File: src/common/cfg_cmd_pkg.sv
// package of constants and types for the serial configuration command parser
package cfg_cmd_pkg;

   // =========================================================
   // character codes
   localparam logic [7:0] CH_CR    = 8'h0D;
   localparam logic [7:0] CH_QMARK = 8'h3F;
   localparam logic [7:0] CH_C     = 8'h43;
   localparam logic [7:0] CH_P     = 8'h50;
   localparam logic [7:0] CH_0     = 8'h30;

   // =========================================================
   // error codes sent after the question mark
   localparam logic [3:0] ERR_HEADER   = 4'h1;
   localparam logic [3:0] ERR_LENGTH   = 4'h2;
   localparam logic [3:0] ERR_CHECKSUM = 4'h3;
   localparam logic [3:0] ERR_TIMEOUT  = 4'h5;

   // =========================================================
   // frame layout and limits
   localparam int         LINE_MAX      = 24;
   localparam logic [4:0] LEN_CLEAR     = 5'd1;
   localparam logic [4:0] LEN_LINK      = 5'd9;
   localparam logic [4:0] LEN_CAN       = 5'd3;
   localparam logic [4:0] LEN_VCAN      = 5'd19;
   localparam logic [3:0] LINK_RATE_MAX = 4'hE;
   localparam logic [3:0] CAN_RATE_MAX  = 4'h9;

   // =========================================================
   // reset values: 115200 bit/s, 8 data bits, 1 stop, no parity, no checksum
   localparam logic [3:0] RST_LINK_RATE = 4'hB;
   localparam logic [1:0] RST_DATA_BITS = 2'd3;
   localparam logic [3:0] RST_CAN_RATE  = 4'h4;

   // =========================================================
   // receive timeout
   localparam int TIMEOUT_MS     = 100;
   localparam int CLK_HZ         = 40_000_000;
   localparam int TIMEOUT_CYCLES = TIMEOUT_MS * (CLK_HZ / 1000);

   typedef struct packed {
      logic [3:0] link_rate_code;
      logic [1:0] data_bits;
      logic       two_stop;
      logic [1:0] parity;
      logic       checksum_on;
      logic       err_reply_on;
   } link_cfg_s;

   // decode one hex character, bit 4 set when not a hex digit
   function automatic logic [4:0] hex_val(input logic [7:0] c);
      if (c >= 8'h30 && c <= 8'h39) hex_val = {1'b0, c[3:0]};
      else if ((c >= 8'h41 && c <= 8'h46) || (c >= 8'h61 && c <= 8'h66))
         hex_val = {1'b0, 4'(c[3:0] + 4'h9)};
      else hex_val = 5'h10;
   endfunction

   function automatic logic [7:0] hex_chr(input logic [3:0] v);
      hex_chr = (v < 4'hA) ? {4'h3, v} : {4'h4, 4'(v - 4'h9)};
   endfunction

endpackage

File: src/core/reply_sender.sv
// reply serialiser: sends ? code [checksum] CR with handshake
`timescale 1ns/1ps
`default_nettype none
module reply_sender
   import cfg_cmd_pkg::*;
(
   input  wire logic       ref_clk_i,
   input  wire logic       arst_n_i,
   input  wire logic       clk_en_i,
   input  wire logic       start_i,
   input  wire logic [3:0] code_i,
   input  wire logic       with_sum_i,
   input  wire logic       tx_ready_i,
   output logic            tx_valid_o,
   output logic [7:0]      tx_data_o,
   output logic            busy_o
);
   logic [2:0] idx;
   logic [7:0] chars [5];
   logic [7:0] sum;
   logic [2:0] last;

   // checksum is the byte sum of question mark and code digit
   always_comb begin
      sum = 8'(CH_QMARK + hex_chr(code_i));
      chars[0] = CH_QMARK;
      chars[1] = hex_chr(code_i);
      chars[2] = with_sum_i ? hex_chr(sum[7:4]) : CH_CR;
      chars[3] = hex_chr(sum[3:0]);
      chars[4] = CH_CR;
      last = with_sum_i ? 3'd4 : 3'd2;
   end

   // walk the character index while the sink accepts
   always_ff @(posedge ref_clk_i or negedge arst_n_i) begin
      if (!arst_n_i) begin
         busy_o <= 1'b0;
         idx    <= 3'd0;
      end else if (clk_en_i) begin
         if (!busy_o && start_i) begin
            busy_o <= 1'b1;
            idx    <= 3'd0;
         end else if (busy_o && tx_ready_i) begin
            if (idx == last) busy_o <= 1'b0;
            idx <= 3'(idx + 3'd1);
         end
      end
   end

   assign tx_valid_o = busy_o;
   assign tx_data_o  = busy_o ? chars[idx] : 8'h00;

   a_reply_opens: assert property (@(posedge ref_clk_i) disable iff (!arst_n_i)
      clk_en_i && !busy_o && start_i |=> tx_data_o == CH_QMARK)
      else $error("reply does not open with question mark");
endmodule
`default_nettype wire

File: src/core/serial_config_command_parser.sv
// command interpreter for host-link and CAN configuration commands
//
// Operation
// - valid clear command clears fifo overflow flag and sends no reply
// - accepted clear command turns off fault indicator lit by overflow
// - rejected command replies question mark, error code, checksum, CR when the reply field is on
// - link command: header, two-char rate code, data, stop, parity, sum, reply
// - data field 0..3 selects 5..8 character bits
// - stop field 0 gives one stop bit, 1 gives two
// - parity field 0 none, 1 odd, 2 even
// - checksum field 0 without, 1 with frame checksum
// - link rate codes 00..0B select 110 to 115200 bit/s
// - link rate codes 0C..0E select 230400 to 921600 bit/s
// - persistent link command stores parameters then reboots
// - CAN rate code 0..9 selects 10K to 83.3K
// - persistent CAN rate command stores rate then reboots
// - persistent CAN rate accepts listed codes only, no user rate
// - volatile link command applies now, stored settings return at reboot
// - volatile CAN command holds CAN settings volatile until reboot
// - checksum is low byte of character sum, two hex characters
// - error codes: 1 header, 2 length, 3 checksum, 5 timeout
`timescale 1ns/1ps
`default_nettype none
module serial_config_command_parser
   import cfg_cmd_pkg::*;
#(
   parameter int TIMEOUT_LIMIT = TIMEOUT_CYCLES
)(
   input  wire logic        ref_clk_i,
   input  wire logic        arst_n_i,
   input  wire logic        clk_en_i,
   input  wire logic        rx_valid_i,
   input  wire logic [7:0]  rx_data_i,
   output logic             rx_ready_o,
   output logic             tx_valid_o,
   output logic [7:0]       tx_data_o,
   input  wire logic        tx_ready_i,
   input  wire logic        overflow_set_i,
   input  wire link_cfg_s   stored_link_i,
   input  wire logic [3:0]  stored_can_rate_i,
   output logic             overflow_flag_o,
   output logic             fault_indicator_o,
   output link_cfg_s        link_cfg_o,
   output logic [3:0]       can_rate_o,
   output logic [63:0]      can_filter_o,
   output logic             can_filter_load_o,
   output logic             nv_write_o,
   output link_cfg_s        nv_link_o,
   output logic [3:0]       nv_can_rate_o,
   output logic             nv_link_sel_o,
   input  wire logic        nv_done_i,
   output logic             reboot_cmd_o
);
   typedef enum logic [2:0] {
      ST_RECV  = 3'b000,
      ST_CHECK = 3'b001,
      ST_EXEC  = 3'b010,
      ST_NVWR  = 3'b011,
      ST_REPLY = 3'b100
   } state_e;

   state_e      state;
   logic [7:0]  line [LINE_MAX];
   logic [4:0]  len;
   logic [7:0]  run_sum;
   logic [7:0]  body_sum;
   logic        overrun;
   logic [31:0] idle_cnt;
   logic        timeout;
   logic [3:0]  err_code;
   logic [3:0]  cmd;
   logic [4:0]  body_len;
   logic        sum_ok;
   logic        fields_ok;
   logic        hdr_ok;
   logic        len_ok;
   link_cfg_s   new_link;
   logic [4:0]  rate_hi;
   logic [4:0]  rate_lo;
   logic [4:0]  can_digit;
   logic        reply_busy;
   logic        reply_start;
   logic [4:0]  sum_hi;
   logic [4:0]  sum_lo;
   logic [7:0]  sum_sub;

   localparam logic [3:0] CMD_NONE = 4'd0;
   localparam logic [3:0] CMD_CLR  = 4'd1;
   localparam logic [3:0] CMD_PLNK = 4'd2;
   localparam logic [3:0] CMD_PCAN = 4'd3;
   localparam logic [3:0] CMD_VLNK = 4'd4;
   localparam logic [3:0] CMD_VCAN = 4'd5;

   // =========================================================
   // receive path: gather the line until CR
   assign rx_ready_o = (state == ST_RECV);

   always_ff @(posedge ref_clk_i or negedge arst_n_i) begin
      if (!arst_n_i) begin
         len     <= 5'd0;
         run_sum <= 8'h00;
         overrun <= 1'b0;
      end else if (clk_en_i) begin
         if (state == ST_RECV && rx_valid_i && rx_data_i != CH_CR) begin
            if (len < 5'(LINE_MAX)) begin
               line[len] <= rx_data_i;
               len       <= 5'(len + 5'd1);
            end else begin
               overrun <= 1'b1;
            end
            run_sum <= 8'(run_sum + rx_data_i);
         end else if (state == ST_EXEC || (state == ST_RECV && timeout)) begin
            len     <= 5'd0;
            run_sum <= 8'h00;
            overrun <= 1'b0;
         end
      end
   end

   // idle counter for incomplete frames, restarts on every character
   always_ff @(posedge ref_clk_i or negedge arst_n_i) begin
      if (!arst_n_i) begin
         idle_cnt <= 32'd0;
      end else if (clk_en_i) begin
         if (state != ST_RECV || len == 5'd0 || rx_valid_i) idle_cnt <= 32'd0;
         else idle_cnt <= idle_cnt + 32'd1;
      end
   end
   assign timeout = (state == ST_RECV) && (len != 5'd0) && !rx_valid_i
                    && (idle_cnt >= 32'(TIMEOUT_LIMIT - 1));

   // =========================================================
   // decode header, length, fields and checksum
   always_comb begin
      cmd = CMD_NONE;
      body_len = 5'd0;
      if (line[0] == CH_C) begin
         cmd = CMD_CLR;
         body_len = LEN_CLEAR;
      end else if (line[0] == CH_P && len >= 5'd2) begin
         unique case (line[1])
            8'h30: begin cmd = CMD_PLNK; body_len = LEN_LINK; end
            8'h31: begin cmd = CMD_PCAN; body_len = LEN_CAN;  end
            8'h32: begin cmd = CMD_VLNK; body_len = LEN_LINK; end
            8'h33: begin cmd = CMD_VCAN; body_len = LEN_VCAN; end
            default: cmd = CMD_NONE;
         endcase
      end
      hdr_ok = (cmd != CMD_NONE) && (len != 5'd0);
      // a checksum adds two characters when the link runs with checksums
      len_ok = !overrun && (len == 5'(body_len + (link_cfg_o.checksum_on ? 5'd2 : 5'd0)));
      sum_hi = hex_val(line[5'(body_len)]);
      sum_lo = hex_val(line[5'(body_len + 5'd1)]);
      sum_sub = 8'(line[5'(body_len)] + line[5'(body_len + 5'd1)]);
      body_sum = 8'(run_sum - sum_sub);
      sum_ok = !link_cfg_o.checksum_on
               || (!sum_hi[4] && !sum_lo[4] && {sum_hi[3:0], sum_lo[3:0]} == body_sum);
      // link fields sit after the two header characters
      rate_hi = hex_val(line[2]);
      rate_lo = hex_val(line[3]);
      new_link.link_rate_code = rate_lo[3:0];
      new_link.data_bits      = 2'(line[4] - CH_0);
      new_link.two_stop       = line[5][0];
      new_link.parity         = 2'(line[6] - CH_0);
      new_link.checksum_on    = line[7][0];
      new_link.err_reply_on   = line[8][0];
      can_digit = hex_val(line[2]);
      fields_ok = 1'b1;
      if (cmd == CMD_PLNK || cmd == CMD_VLNK) begin
         fields_ok = rate_hi == 5'd0 && !rate_lo[4]
                     && rate_lo[3:0] <= LINK_RATE_MAX
                     && line[4] >= CH_0 && line[4] <= 8'h33
                     && (line[5] == CH_0 || line[5] == 8'h31)
                     && line[6] >= CH_0 && line[6] <= 8'h32
                     && (line[7] == CH_0 || line[7] == 8'h31)
                     && (line[8] == CH_0 || line[8] == 8'h31);
      end else if (cmd == CMD_PCAN || cmd == CMD_VCAN) begin
         fields_ok = !can_digit[4] && can_digit[3:0] <= CAN_RATE_MAX;
      end
   end

   // =========================================================
   // command sequencer
   always_ff @(posedge ref_clk_i or negedge arst_n_i) begin
      if (!arst_n_i) begin
         state    <= ST_RECV;
         err_code <= 4'h0;
      end else if (clk_en_i) begin
         unique case (state)
            ST_RECV: begin
               if (timeout) begin
                  err_code <= ERR_TIMEOUT;
                  state    <= ST_REPLY;
               end else if (rx_valid_i && rx_data_i == CH_CR) begin
                  state <= ST_CHECK;
               end
            end
            ST_CHECK: begin
               if (!hdr_ok) err_code <= ERR_HEADER;
               else if (!len_ok || !fields_ok) err_code <= ERR_LENGTH;
               else if (!sum_ok) err_code <= ERR_CHECKSUM;
               else err_code <= 4'h0;
               state <= ST_EXEC;
            end
            ST_EXEC: begin
               if (err_code != 4'h0) state <= ST_REPLY;
               else if (cmd == CMD_PLNK || cmd == CMD_PCAN) state <= ST_NVWR;
               else state <= ST_RECV;
            end
            ST_NVWR: if (nv_done_i) state <= ST_RECV;
            ST_REPLY: if (!reply_busy && !reply_start) state <= ST_RECV;
            default: state <= ST_RECV;
         endcase
      end
   end

   // error replies only go out when the reply field enables them
   assign reply_start = (state == ST_EXEC && err_code != 4'h0 && link_cfg_o.err_reply_on)
                        || (state == ST_RECV && timeout && link_cfg_o.err_reply_on);

   // =========================================================
   // overflow flag and indicator; a set in the clear cycle wins
   always_ff @(posedge ref_clk_i or negedge arst_n_i) begin
      if (!arst_n_i) begin
         overflow_flag_o   <= 1'b0;
         fault_indicator_o <= 1'b0;
      end else if (clk_en_i) begin
         if (overflow_set_i) begin
            overflow_flag_o   <= 1'b1;
            fault_indicator_o <= 1'b1;
         end else if (state == ST_EXEC && err_code == 4'h0 && cmd == CMD_CLR) begin
            overflow_flag_o   <= 1'b0;
            fault_indicator_o <= 1'b0;
         end
      end
   end

   // =========================================================
   // live settings: volatile commands apply now, stored values load after reset
   logic loaded;
   always_ff @(posedge ref_clk_i or negedge arst_n_i) begin
      if (!arst_n_i) begin
         loaded     <= 1'b0;
         link_cfg_o <= '{RST_LINK_RATE, RST_DATA_BITS, 1'b0, 2'd0, 1'b0, 1'b0};
         can_rate_o <= RST_CAN_RATE;
      end else if (clk_en_i) begin
         if (!loaded) begin
            loaded     <= 1'b1;
            link_cfg_o <= stored_link_i;
            can_rate_o <= stored_can_rate_i;
         end else if (state == ST_EXEC && err_code == 4'h0) begin
            if (cmd == CMD_VLNK) link_cfg_o <= new_link;
            if (cmd == CMD_VCAN) can_rate_o <= can_digit[3:0];
         end
      end
   end

   // filter code and mask of the volatile CAN command, sixteen hex digits
   always_ff @(posedge ref_clk_i or negedge arst_n_i) begin
      if (!arst_n_i) begin
         can_filter_o      <= 64'h0;
         can_filter_load_o <= 1'b0;
      end else if (clk_en_i) begin
         can_filter_load_o <= state == ST_EXEC && err_code == 4'h0 && cmd == CMD_VCAN;
         if (state == ST_EXEC && err_code == 4'h0 && cmd == CMD_VCAN) begin
            for (int i = 0; i < 16; i++) begin
               can_filter_o[60 - 4 * i +: 4] <= 4'(line[3 + i][3:0] + (line[3 + i][6] ? 4'h9 : 4'h0));
            end
         end
      end
   end

   // =========================================================
   // persistent commands: write non-volatile store, then reboot
   always_ff @(posedge ref_clk_i or negedge arst_n_i) begin
      if (!arst_n_i) begin
         nv_write_o    <= 1'b0;
         nv_link_o     <= '0;
         nv_can_rate_o <= 4'h0;
         nv_link_sel_o <= 1'b0;
         reboot_cmd_o  <= 1'b0;
      end else if (clk_en_i) begin
         reboot_cmd_o <= state == ST_NVWR && nv_done_i;
         if (state == ST_EXEC && err_code == 4'h0
             && (cmd == CMD_PLNK || cmd == CMD_PCAN)) begin
            nv_write_o    <= 1'b1;
            nv_link_sel_o <= cmd == CMD_PLNK;
            nv_link_o     <= new_link;
            nv_can_rate_o <= can_digit[3:0];
         end else if (nv_done_i) begin
            nv_write_o <= 1'b0;
         end
      end
   end

   reply_sender u_reply (
      .ref_clk_i  (ref_clk_i),
      .arst_n_i   (arst_n_i),
      .clk_en_i   (clk_en_i),
      .start_i    (reply_start),
      .code_i     (err_code == 4'h0 ? ERR_TIMEOUT : err_code),
      .with_sum_i (1'b1),
      .tx_ready_i (tx_ready_i),
      .tx_valid_o (tx_valid_o),
      .tx_data_o  (tx_data_o),
      .busy_o     (reply_busy)
   );

   // =========================================================
   // checks
   a_clear_silent: assert property (@(posedge ref_clk_i) disable iff (!arst_n_i)
      clk_en_i && state == ST_EXEC && err_code == 4'h0 && cmd == CMD_CLR && !overflow_set_i
      |=> !overflow_flag_o && !fault_indicator_o && !tx_valid_o)
      else $error("clear command misbehaved");
   a_set_wins: assert property (@(posedge ref_clk_i) disable iff (!arst_n_i)
      clk_en_i && overflow_set_i |=> overflow_flag_o && fault_indicator_o)
      else $error("overflow event lost");
   a_cr_gates: assert property (@(posedge ref_clk_i) disable iff (!arst_n_i)
      clk_en_i && state == ST_RECV && !(rx_valid_i && rx_data_i == CH_CR) && !timeout
      |=> state == ST_RECV)
      else $error("checked before terminator");
   a_reboot_after: assert property (@(posedge ref_clk_i) disable iff (!arst_n_i)
      $rose(reboot_cmd_o) |-> $past(nv_write_o))
      else $error("reboot without store");
   a_no_reply_off: assert property (@(posedge ref_clk_i) disable iff (!arst_n_i)
      !link_cfg_o.err_reply_on && !reply_busy |=> !tx_valid_o)
      else $error("error reply while disabled");
   a_rate_range: assert property (@(posedge ref_clk_i) disable iff (!arst_n_i)
      nv_write_o && !nv_link_sel_o |-> nv_can_rate_o <= CAN_RATE_MAX)
      else $error("CAN rate out of list");
   a_timeout_code: assert property (@(posedge ref_clk_i) disable iff (!arst_n_i)
      clk_en_i && state == ST_RECV && timeout |=> state == ST_REPLY && err_code == ERR_TIMEOUT)
      else $error("receive timeout not reported");
   // a volatile CAN command loads the filter and never touches the store
   a_volatile_can: assert property (@(posedge ref_clk_i) disable iff (!arst_n_i)
      clk_en_i && state == ST_EXEC && err_code == 4'h0 && cmd == CMD_VCAN
      |=> can_filter_load_o && !nv_write_o)
      else $error("volatile CAN command not applied");
   c_clear: cover property (@(posedge ref_clk_i) state == ST_EXEC && cmd == CMD_CLR);
   c_persist: cover property (@(posedge ref_clk_i) reboot_cmd_o);
   c_error: cover property (@(posedge ref_clk_i) reply_start);
   c_volatile: cover property (@(posedge ref_clk_i) can_filter_load_o);
endmodule
`default_nettype wire

File: config.mk
export PLATFORM = sky130hd
export DESIGN_NAME = serial_config_command_parser
export DESIGN_NICKNAME = d
export VERILOG_FILES = /design/src/common/cfg_cmd_pkg.sv /design/src/core/reply_sender.sv /design/src/core/serial_config_command_parser.sv
export SDC_FILE = /design/constraint.sdc
export NUM_CORES = 1
export LEC_CHECK = 0
export BUFFER_PORTS_ARGS = -buffer_cell sky130_fd_sc_hd__buf_2
export CAP_MARGIN = 20
export CORE_ASPECT_RATIO = 0.75
export CORE_MARGIN = 2
export CORE_UTILIZATION = 60
export DETAILED_ROUTE_END_ITERATION = 12
export HOLD_SLACK_MARGIN = 0.02
export PLACE_DENSITY = 0.87
export SKIP_CTS_REPAIR_TIMING = 1
export SLEW_MARGIN = 40
export SYNTH_ARGS = -nofsm -noshare
export SYNTH_HDL_FRONTEND = slang
export SYNTH_SLANG_ARGS = --single-unit
export TNS_END_PERCENT = 100
File: constraint.sdc
create_clock -name ref_clk_i -period 7.99 [get_ports ref_clk_i]
set_input_delay 1.598 -clock ref_clk_i [delete_from_list [all_inputs] [get_ports ref_clk_i]]
set_output_delay 1.598 -clock ref_clk_i [all_outputs]
set_load 0.05 [all_outputs]
==> report_table.html <==
<table>
<tr><th>Metric</th><th>Value</th></tr>
<tr><th colspan="2">Clock network</th></tr>
<tr><td>Clock input transition at the sequential cells of the worst setup and hold paths</td><td>0.06 ns</td></tr>
<tr><td>Max clock buf depth</td><td>3</td></tr>
<tr><td>Sinks on the clock net</td><td>339</td></tr>
<tr><td>CTS Root Buffer Type</td><td>clkbuf_16</td></tr>
<tr><td>Clk_lat worst skew</td><td>0.53 ns</td></tr>
<tr><td>Maximum level of the CTS H-tree</td><td>2</td></tr>
<tr><td>Total CTS buffers</td><td>34</td></tr>
<tr><td>TritonCTS clock tree</td><td>built</td></tr>
<tr><th colspan="2">Setup path</th></tr>
<tr><td>Most used cell, CP</td><td>nand2_1</td></tr>
<tr><td>Critical path class</td><td>flop to flop</td></tr>
<tr><td>Worst Path Max Fanout</td><td>15</td></tr>
<tr><td>Startpoint types</td><td>flop</td></tr>
<tr><td>Endpoint arrival time on the critical path</td><td>7.60 ns</td></tr>
<tr><td>Req. time, crit path</td><td>8.40 ns</td></tr>
<tr><td>Sort of element at the end of the critical path</td><td>flop</td></tr>
<tr><td>Slowest stage cell on the critical path</td><td>fa_1</td></tr>
<tr><td>Slowest Stage Delay on Critical Path</td><td>0.63 ns</td></tr>
<tr><td>Top Family by Delay on Critical Path</td><td>compound AO/OA/AOI/OAI gates</td></tr>
<tr><td>Total buffers and inverters traversed by the critical path</td><td>3</td></tr>
<tr><th colspan="2">Die</th></tr>
<tr><td>Number of standard-cell rows in the floorplan</td><td>54</td></tr>
<tr><td>Core area</td><td>0.0292 mm^2</td></tr>
<tr><td>I/O pin count</td><td>140</td></tr>
<tr><td>Width of the die</td><td>203 um</td></tr>
<tr><td>Chip Height</td><td>153 um</td></tr>
<tr><td>Full die area</td><td>0.0312 mm^2</td></tr>
<tr><td>Initial core utilization</td><td>61.2%</td></tr>
<tr><th colspan="2">Synthesis</th></tr>
<tr><td>Mapped Avg Cell Area</td><td>10.5 um^2</td></tr>
<tr><td>Flops &amp; latches, synth</td><td>339</td></tr>
<tr><td>Top flip-flop cell by instance count after synthesis</td><td>edfxtp_1</td></tr>
<tr><td>Number of distinct library cells after synthesis</td><td>90</td></tr>
<tr><td>YS warnings</td><td>0</td></tr>
<tr><td>Fraction of registers with async set or reset after synthesis</td><td>46.0%</td></tr>
<tr><td>EDFF count, synth</td><td>183</td></tr>
<tr><td>Post-synthesis sequential area ratio</td><td>52.6%</td></tr>
<tr><td>Synthesized instance count</td><td>1695</td></tr>
<tr><td>Synthesized cell area</td><td>0.0179 mm^2</td></tr>
<tr><td>Synthesized netlist net count</td><td>1805</td></tr>
<tr><th colspan="2">Global routing</th></tr>
<tr><td>Tot GR Track Use</td><td>35.9%</td></tr>
<tr><td>Pin count of the biggest net entering global routing</td><td>80</td></tr>
<tr><td>Number of antenna violations at the first check in global routing</td><td>0</td></tr>
<tr><td>Number of global-route vias before repair</td><td>14000</td></tr>
<tr><td>Total grt overflow</td><td>0</td></tr>
<tr><td>Wire length of the first global-routing pass</td><td>84.2 mm</td></tr>
<tr><th colspan="2">STA</th></tr>
<tr><td>Aggregate negative setup slack</td><td>0 ns</td></tr>
<tr><td>Crit path time final</td><td>7.19 ns</td></tr>
<tr><td>Post-route clock period utilization</td><td>90.0%</td></tr>
<tr><td>Slew HR</td><td>43.9%</td></tr>
<tr><td>Count of endpoints failing hold in the final timing report</td><td>0</td></tr>
<tr><td>Final setup violating endpoints</td><td>0</td></tr>
<tr><td>Largest clock skew in the final design</td><td>0.0133 ns</td></tr>
<tr><td>Worst path setup slack after routing</td><td>0.801 ns</td></tr>
<tr><td>Highest attainable clock frequency</td><td>0.139 GHz</td></tr>
<tr><td>Setup repair after global routing missed its margin</td><td>no</td></tr>
<tr><td>Transition time at the pin with the least slew margin</td><td>0.833 ns</td></tr>
<tr><td>Pins over their slew limit</td><td>0</td></tr>
<tr><th colspan="2">Min path</th></tr>
<tr><td>Tightest Hold Check Type</td><td>flop to flop</td></tr>
<tr><th colspan="2">Route</th></tr>
<tr><td>Via/cell ratio</td><td>6.54</td></tr>
<tr><td>Iteration-0 DRC Markers</td><td>2109</td></tr>
<tr><td>Number of detailed-routing iterations run before antenna repair</td><td>8</td></tr>
<tr><td>Total via count in the routed design</td><td>14600</td></tr>
<tr><td>Wire length after detailed routing</td><td>56.2 mm</td></tr>
<tr><td>Antenna-violating nets left</td><td>0</td></tr>
<tr><td>DRC violation count after routing</td><td>0</td></tr>
<tr><td>Post-DR wirelength/cell</td><td>25.2 um</td></tr>
<tr><th colspan="2">Finish</th></tr>
<tr><td>Commonest non-fill, non-tap cells in the layout</td><td>nand2_1 (238), edfxtp_1 (183), dfrtp_1 (150), buf_2 (137), o21ai_0 (104)</td></tr>
<tr><td>FF/Latch Area</td><td>0.00941 mm^2</td></tr>
<tr><td>Final layout net count</td><td>1924</td></tr>
<tr><td>Multi-input logic area</td><td>0.00792 mm^2</td></tr>
<tr><td>Area growth, synth to finish</td><td>12.6%</td></tr>
<tr><td>Util after Layout</td><td>69.0%</td></tr>
<tr><td>Share of layout cells above drive strength 1</td><td>15.7%</td></tr>
<tr><td>Total of fill cells in the finished design</td><td>2078</td></tr>
<tr><td>Most common cell after layout, fill and taps aside</td><td>nand2_1</td></tr>
<tr><th colspan="2">Power</th></tr>
<tr><td>Pwr Density</td><td>220 mW/mm^2</td></tr>
<tr><td>IR Drop Worst-Case VDD</td><td>146 uV</td></tr>
<tr><td>Overall Power</td><td>4.42 mW</td></tr>
<tr><td>Static Leak</td><td>8.47 nW</td></tr>
<tr><th colspan="2">Place</th></tr>
<tr><td>Number of input and output port buffers inserted</td><td>138</td></tr>
<tr><td>Worst setup timing slack at the placement stage</td><td>0.939 ns</td></tr>
<tr><td>Half-perimeter wire length of the detailed placement result</td><td>40.1 mm</td></tr>
<tr><td>Placer congestion estimate</td><td>1.02</td></tr>
<tr><th colspan="2">Outcome</th></tr>
<tr><td>Result of the run</td><td>complete, no violations</td></tr>
<tr><th colspan="2">Job</th></tr>
<tr><td>Max_cap viols</td><td>0</td></tr>
</table>
==> worst reg2reg max path: cells and delay by family (launching register included) <==
family	cells	cell delay (ns)
DFF	1	0.52
buffers and inverters	3	0.43
AOI/OAI and AO/OA	11	2.40
muxes	2	0.22
adders and majority gates	4	1.71
and+or+nand+nor	7	1.49
xor gates and xnor gates	1	0.29
==> state kept, by name, summed over array words and instances, names as in the netlist <==
name / cells
can_filter_o: 64
idle_cnt: 32
loaded: 1
reboot_cmd_o: 1
state: 3
u_reply.idx: 3
len: 5
nv_link_sel_o: 1
line: 183
overrun: 1
nv_link_o: 11
can_rate_o: 4
u_reply.busy_o: 1
link_cfg_o: 11
run_sum: 8
nv_can_rate_o: 4
nv_write_o: 1
can_filter_load_o: 1
fault_indicator_o: 1
err_code: 3
==> through the flow <==
stage | instances | cell area [um^2] | hold slack (ns)
after global routing | 2232 | 20100 | 0.482
after floorplan | 1695 | 17900 | 0.468
final | 2233 | 20100 | 0.466
after global placement | 2168 | 18900 | 0.444
after detailed placement | 2169 | 19000 | 0.451
after CTS | 2231 | 20100 | 0.468
==> per-layer routing <==
metal | track usage [%] | wire, um | vias up
li1 | - | - | 6402
met1 | 51.8 | 23200 | 7057
met2 | 50.8 | 23500 | 994
met3 | 12.5 | 7680 | 141
met4 | 11.9 | 1780 | 0
met5 | 0 | 0 | -
==> where the power goes <==
part,switching [mW],total [mW],internal [mW]
sequential,0.0964,2.00,1.90
clock,0.678,1.59,0.916
combinational,0.534,0.833,0.300
==> synthesized netlist by cell type, types with 10 or more instances <==
master     count  area share [%]
a2111oi_0     12            0.59
a211oi_1      12            0.50
a21o_1        16            0.67
a21oi_1       57             1.6
a31oi_1       23            0.81
and2_1        10            0.35
and3_1        15            0.53
buf_1         10            0.21
clkbuf_1      63             1.3
dfrtp_1      150              21
edfxtp_1     183              31
ha_1          76             5.3
inv_1         54             1.1
mux2_2        19             1.2
mux2i_1       37             2.1
nand2_1      239             5.0
nand2b_1      16            0.56
nand3_1       68             1.9
nand4_1       18            0.63
nor2_1       114             2.4
nor2b_1       10            0.35
nor3_1        49             1.4
nor4_1        19            0.67
o211ai_1      14            0.59
o21ai_0      106             3.0
o21bai_1      11            0.46
o31ai_1       10            0.42
xnor2_1       79             3.9
xor2_1        28             1.4
==> path summary, 6_finish.rpt <==
| check | start | end | slack (ns) | cells past startpoint |
|---|---|---|---|---|
| min | can_filter_o[28]$_DFFE_PN0P_ | can_filter_o[28]$_DFFE_PN0P_ | 0.47 | 2 |
| min in group asynchronous | arst_n_i | can_filter_o[28]$_DFFE_PN0P_ | 0.91 | 1 |
| max reg2reg | len[3]$_DFFE_PN0P_ | err_code[1]$_DFFE_PN0P_ | 0.80 | 28 |
| max | len[3]$_DFFE_PN0P_ | err_code[1]$_DFFE_PN0P_ | 0.80 | 28 |
| min reg2reg | can_filter_o[28]$_DFFE_PN0P_ | can_filter_o[28]$_DFFE_PN0P_ | 0.47 | 2 |
| max in group asynchronous | arst_n_i | nv_link_o[7]$_DFFE_PN0P_ | 6.08 | 2 |
==> cell families after synthesis <==
logic type                 synth area share (%)
other                                    0.0210
and+or+nand+nor                            16.2
AOI/OAI and AO/OA                          13.3
xor gates and xnor gates                   5.24
DFF                                        52.6
adders and majority gates                  5.77
muxes                                      3.40
buffers and inverters                      3.45
==> layout make-up <==
| type | count | area share, % |
|---|---|---|
| diodes | 1 | 0.0124 |
| clock buffers | 48 | 4.80 |
| clock inverters | 14 | 0.634 |
| inverters | 56 | 1.04 |
| multi-input cells | 1209 | 39.4 |
| flip-flops and latches | 339 | 46.7 |
| well taps | 392 | 2.44 |
| repair buffers | 174 | 4.98 |
(Power assumes the default switching activity.)
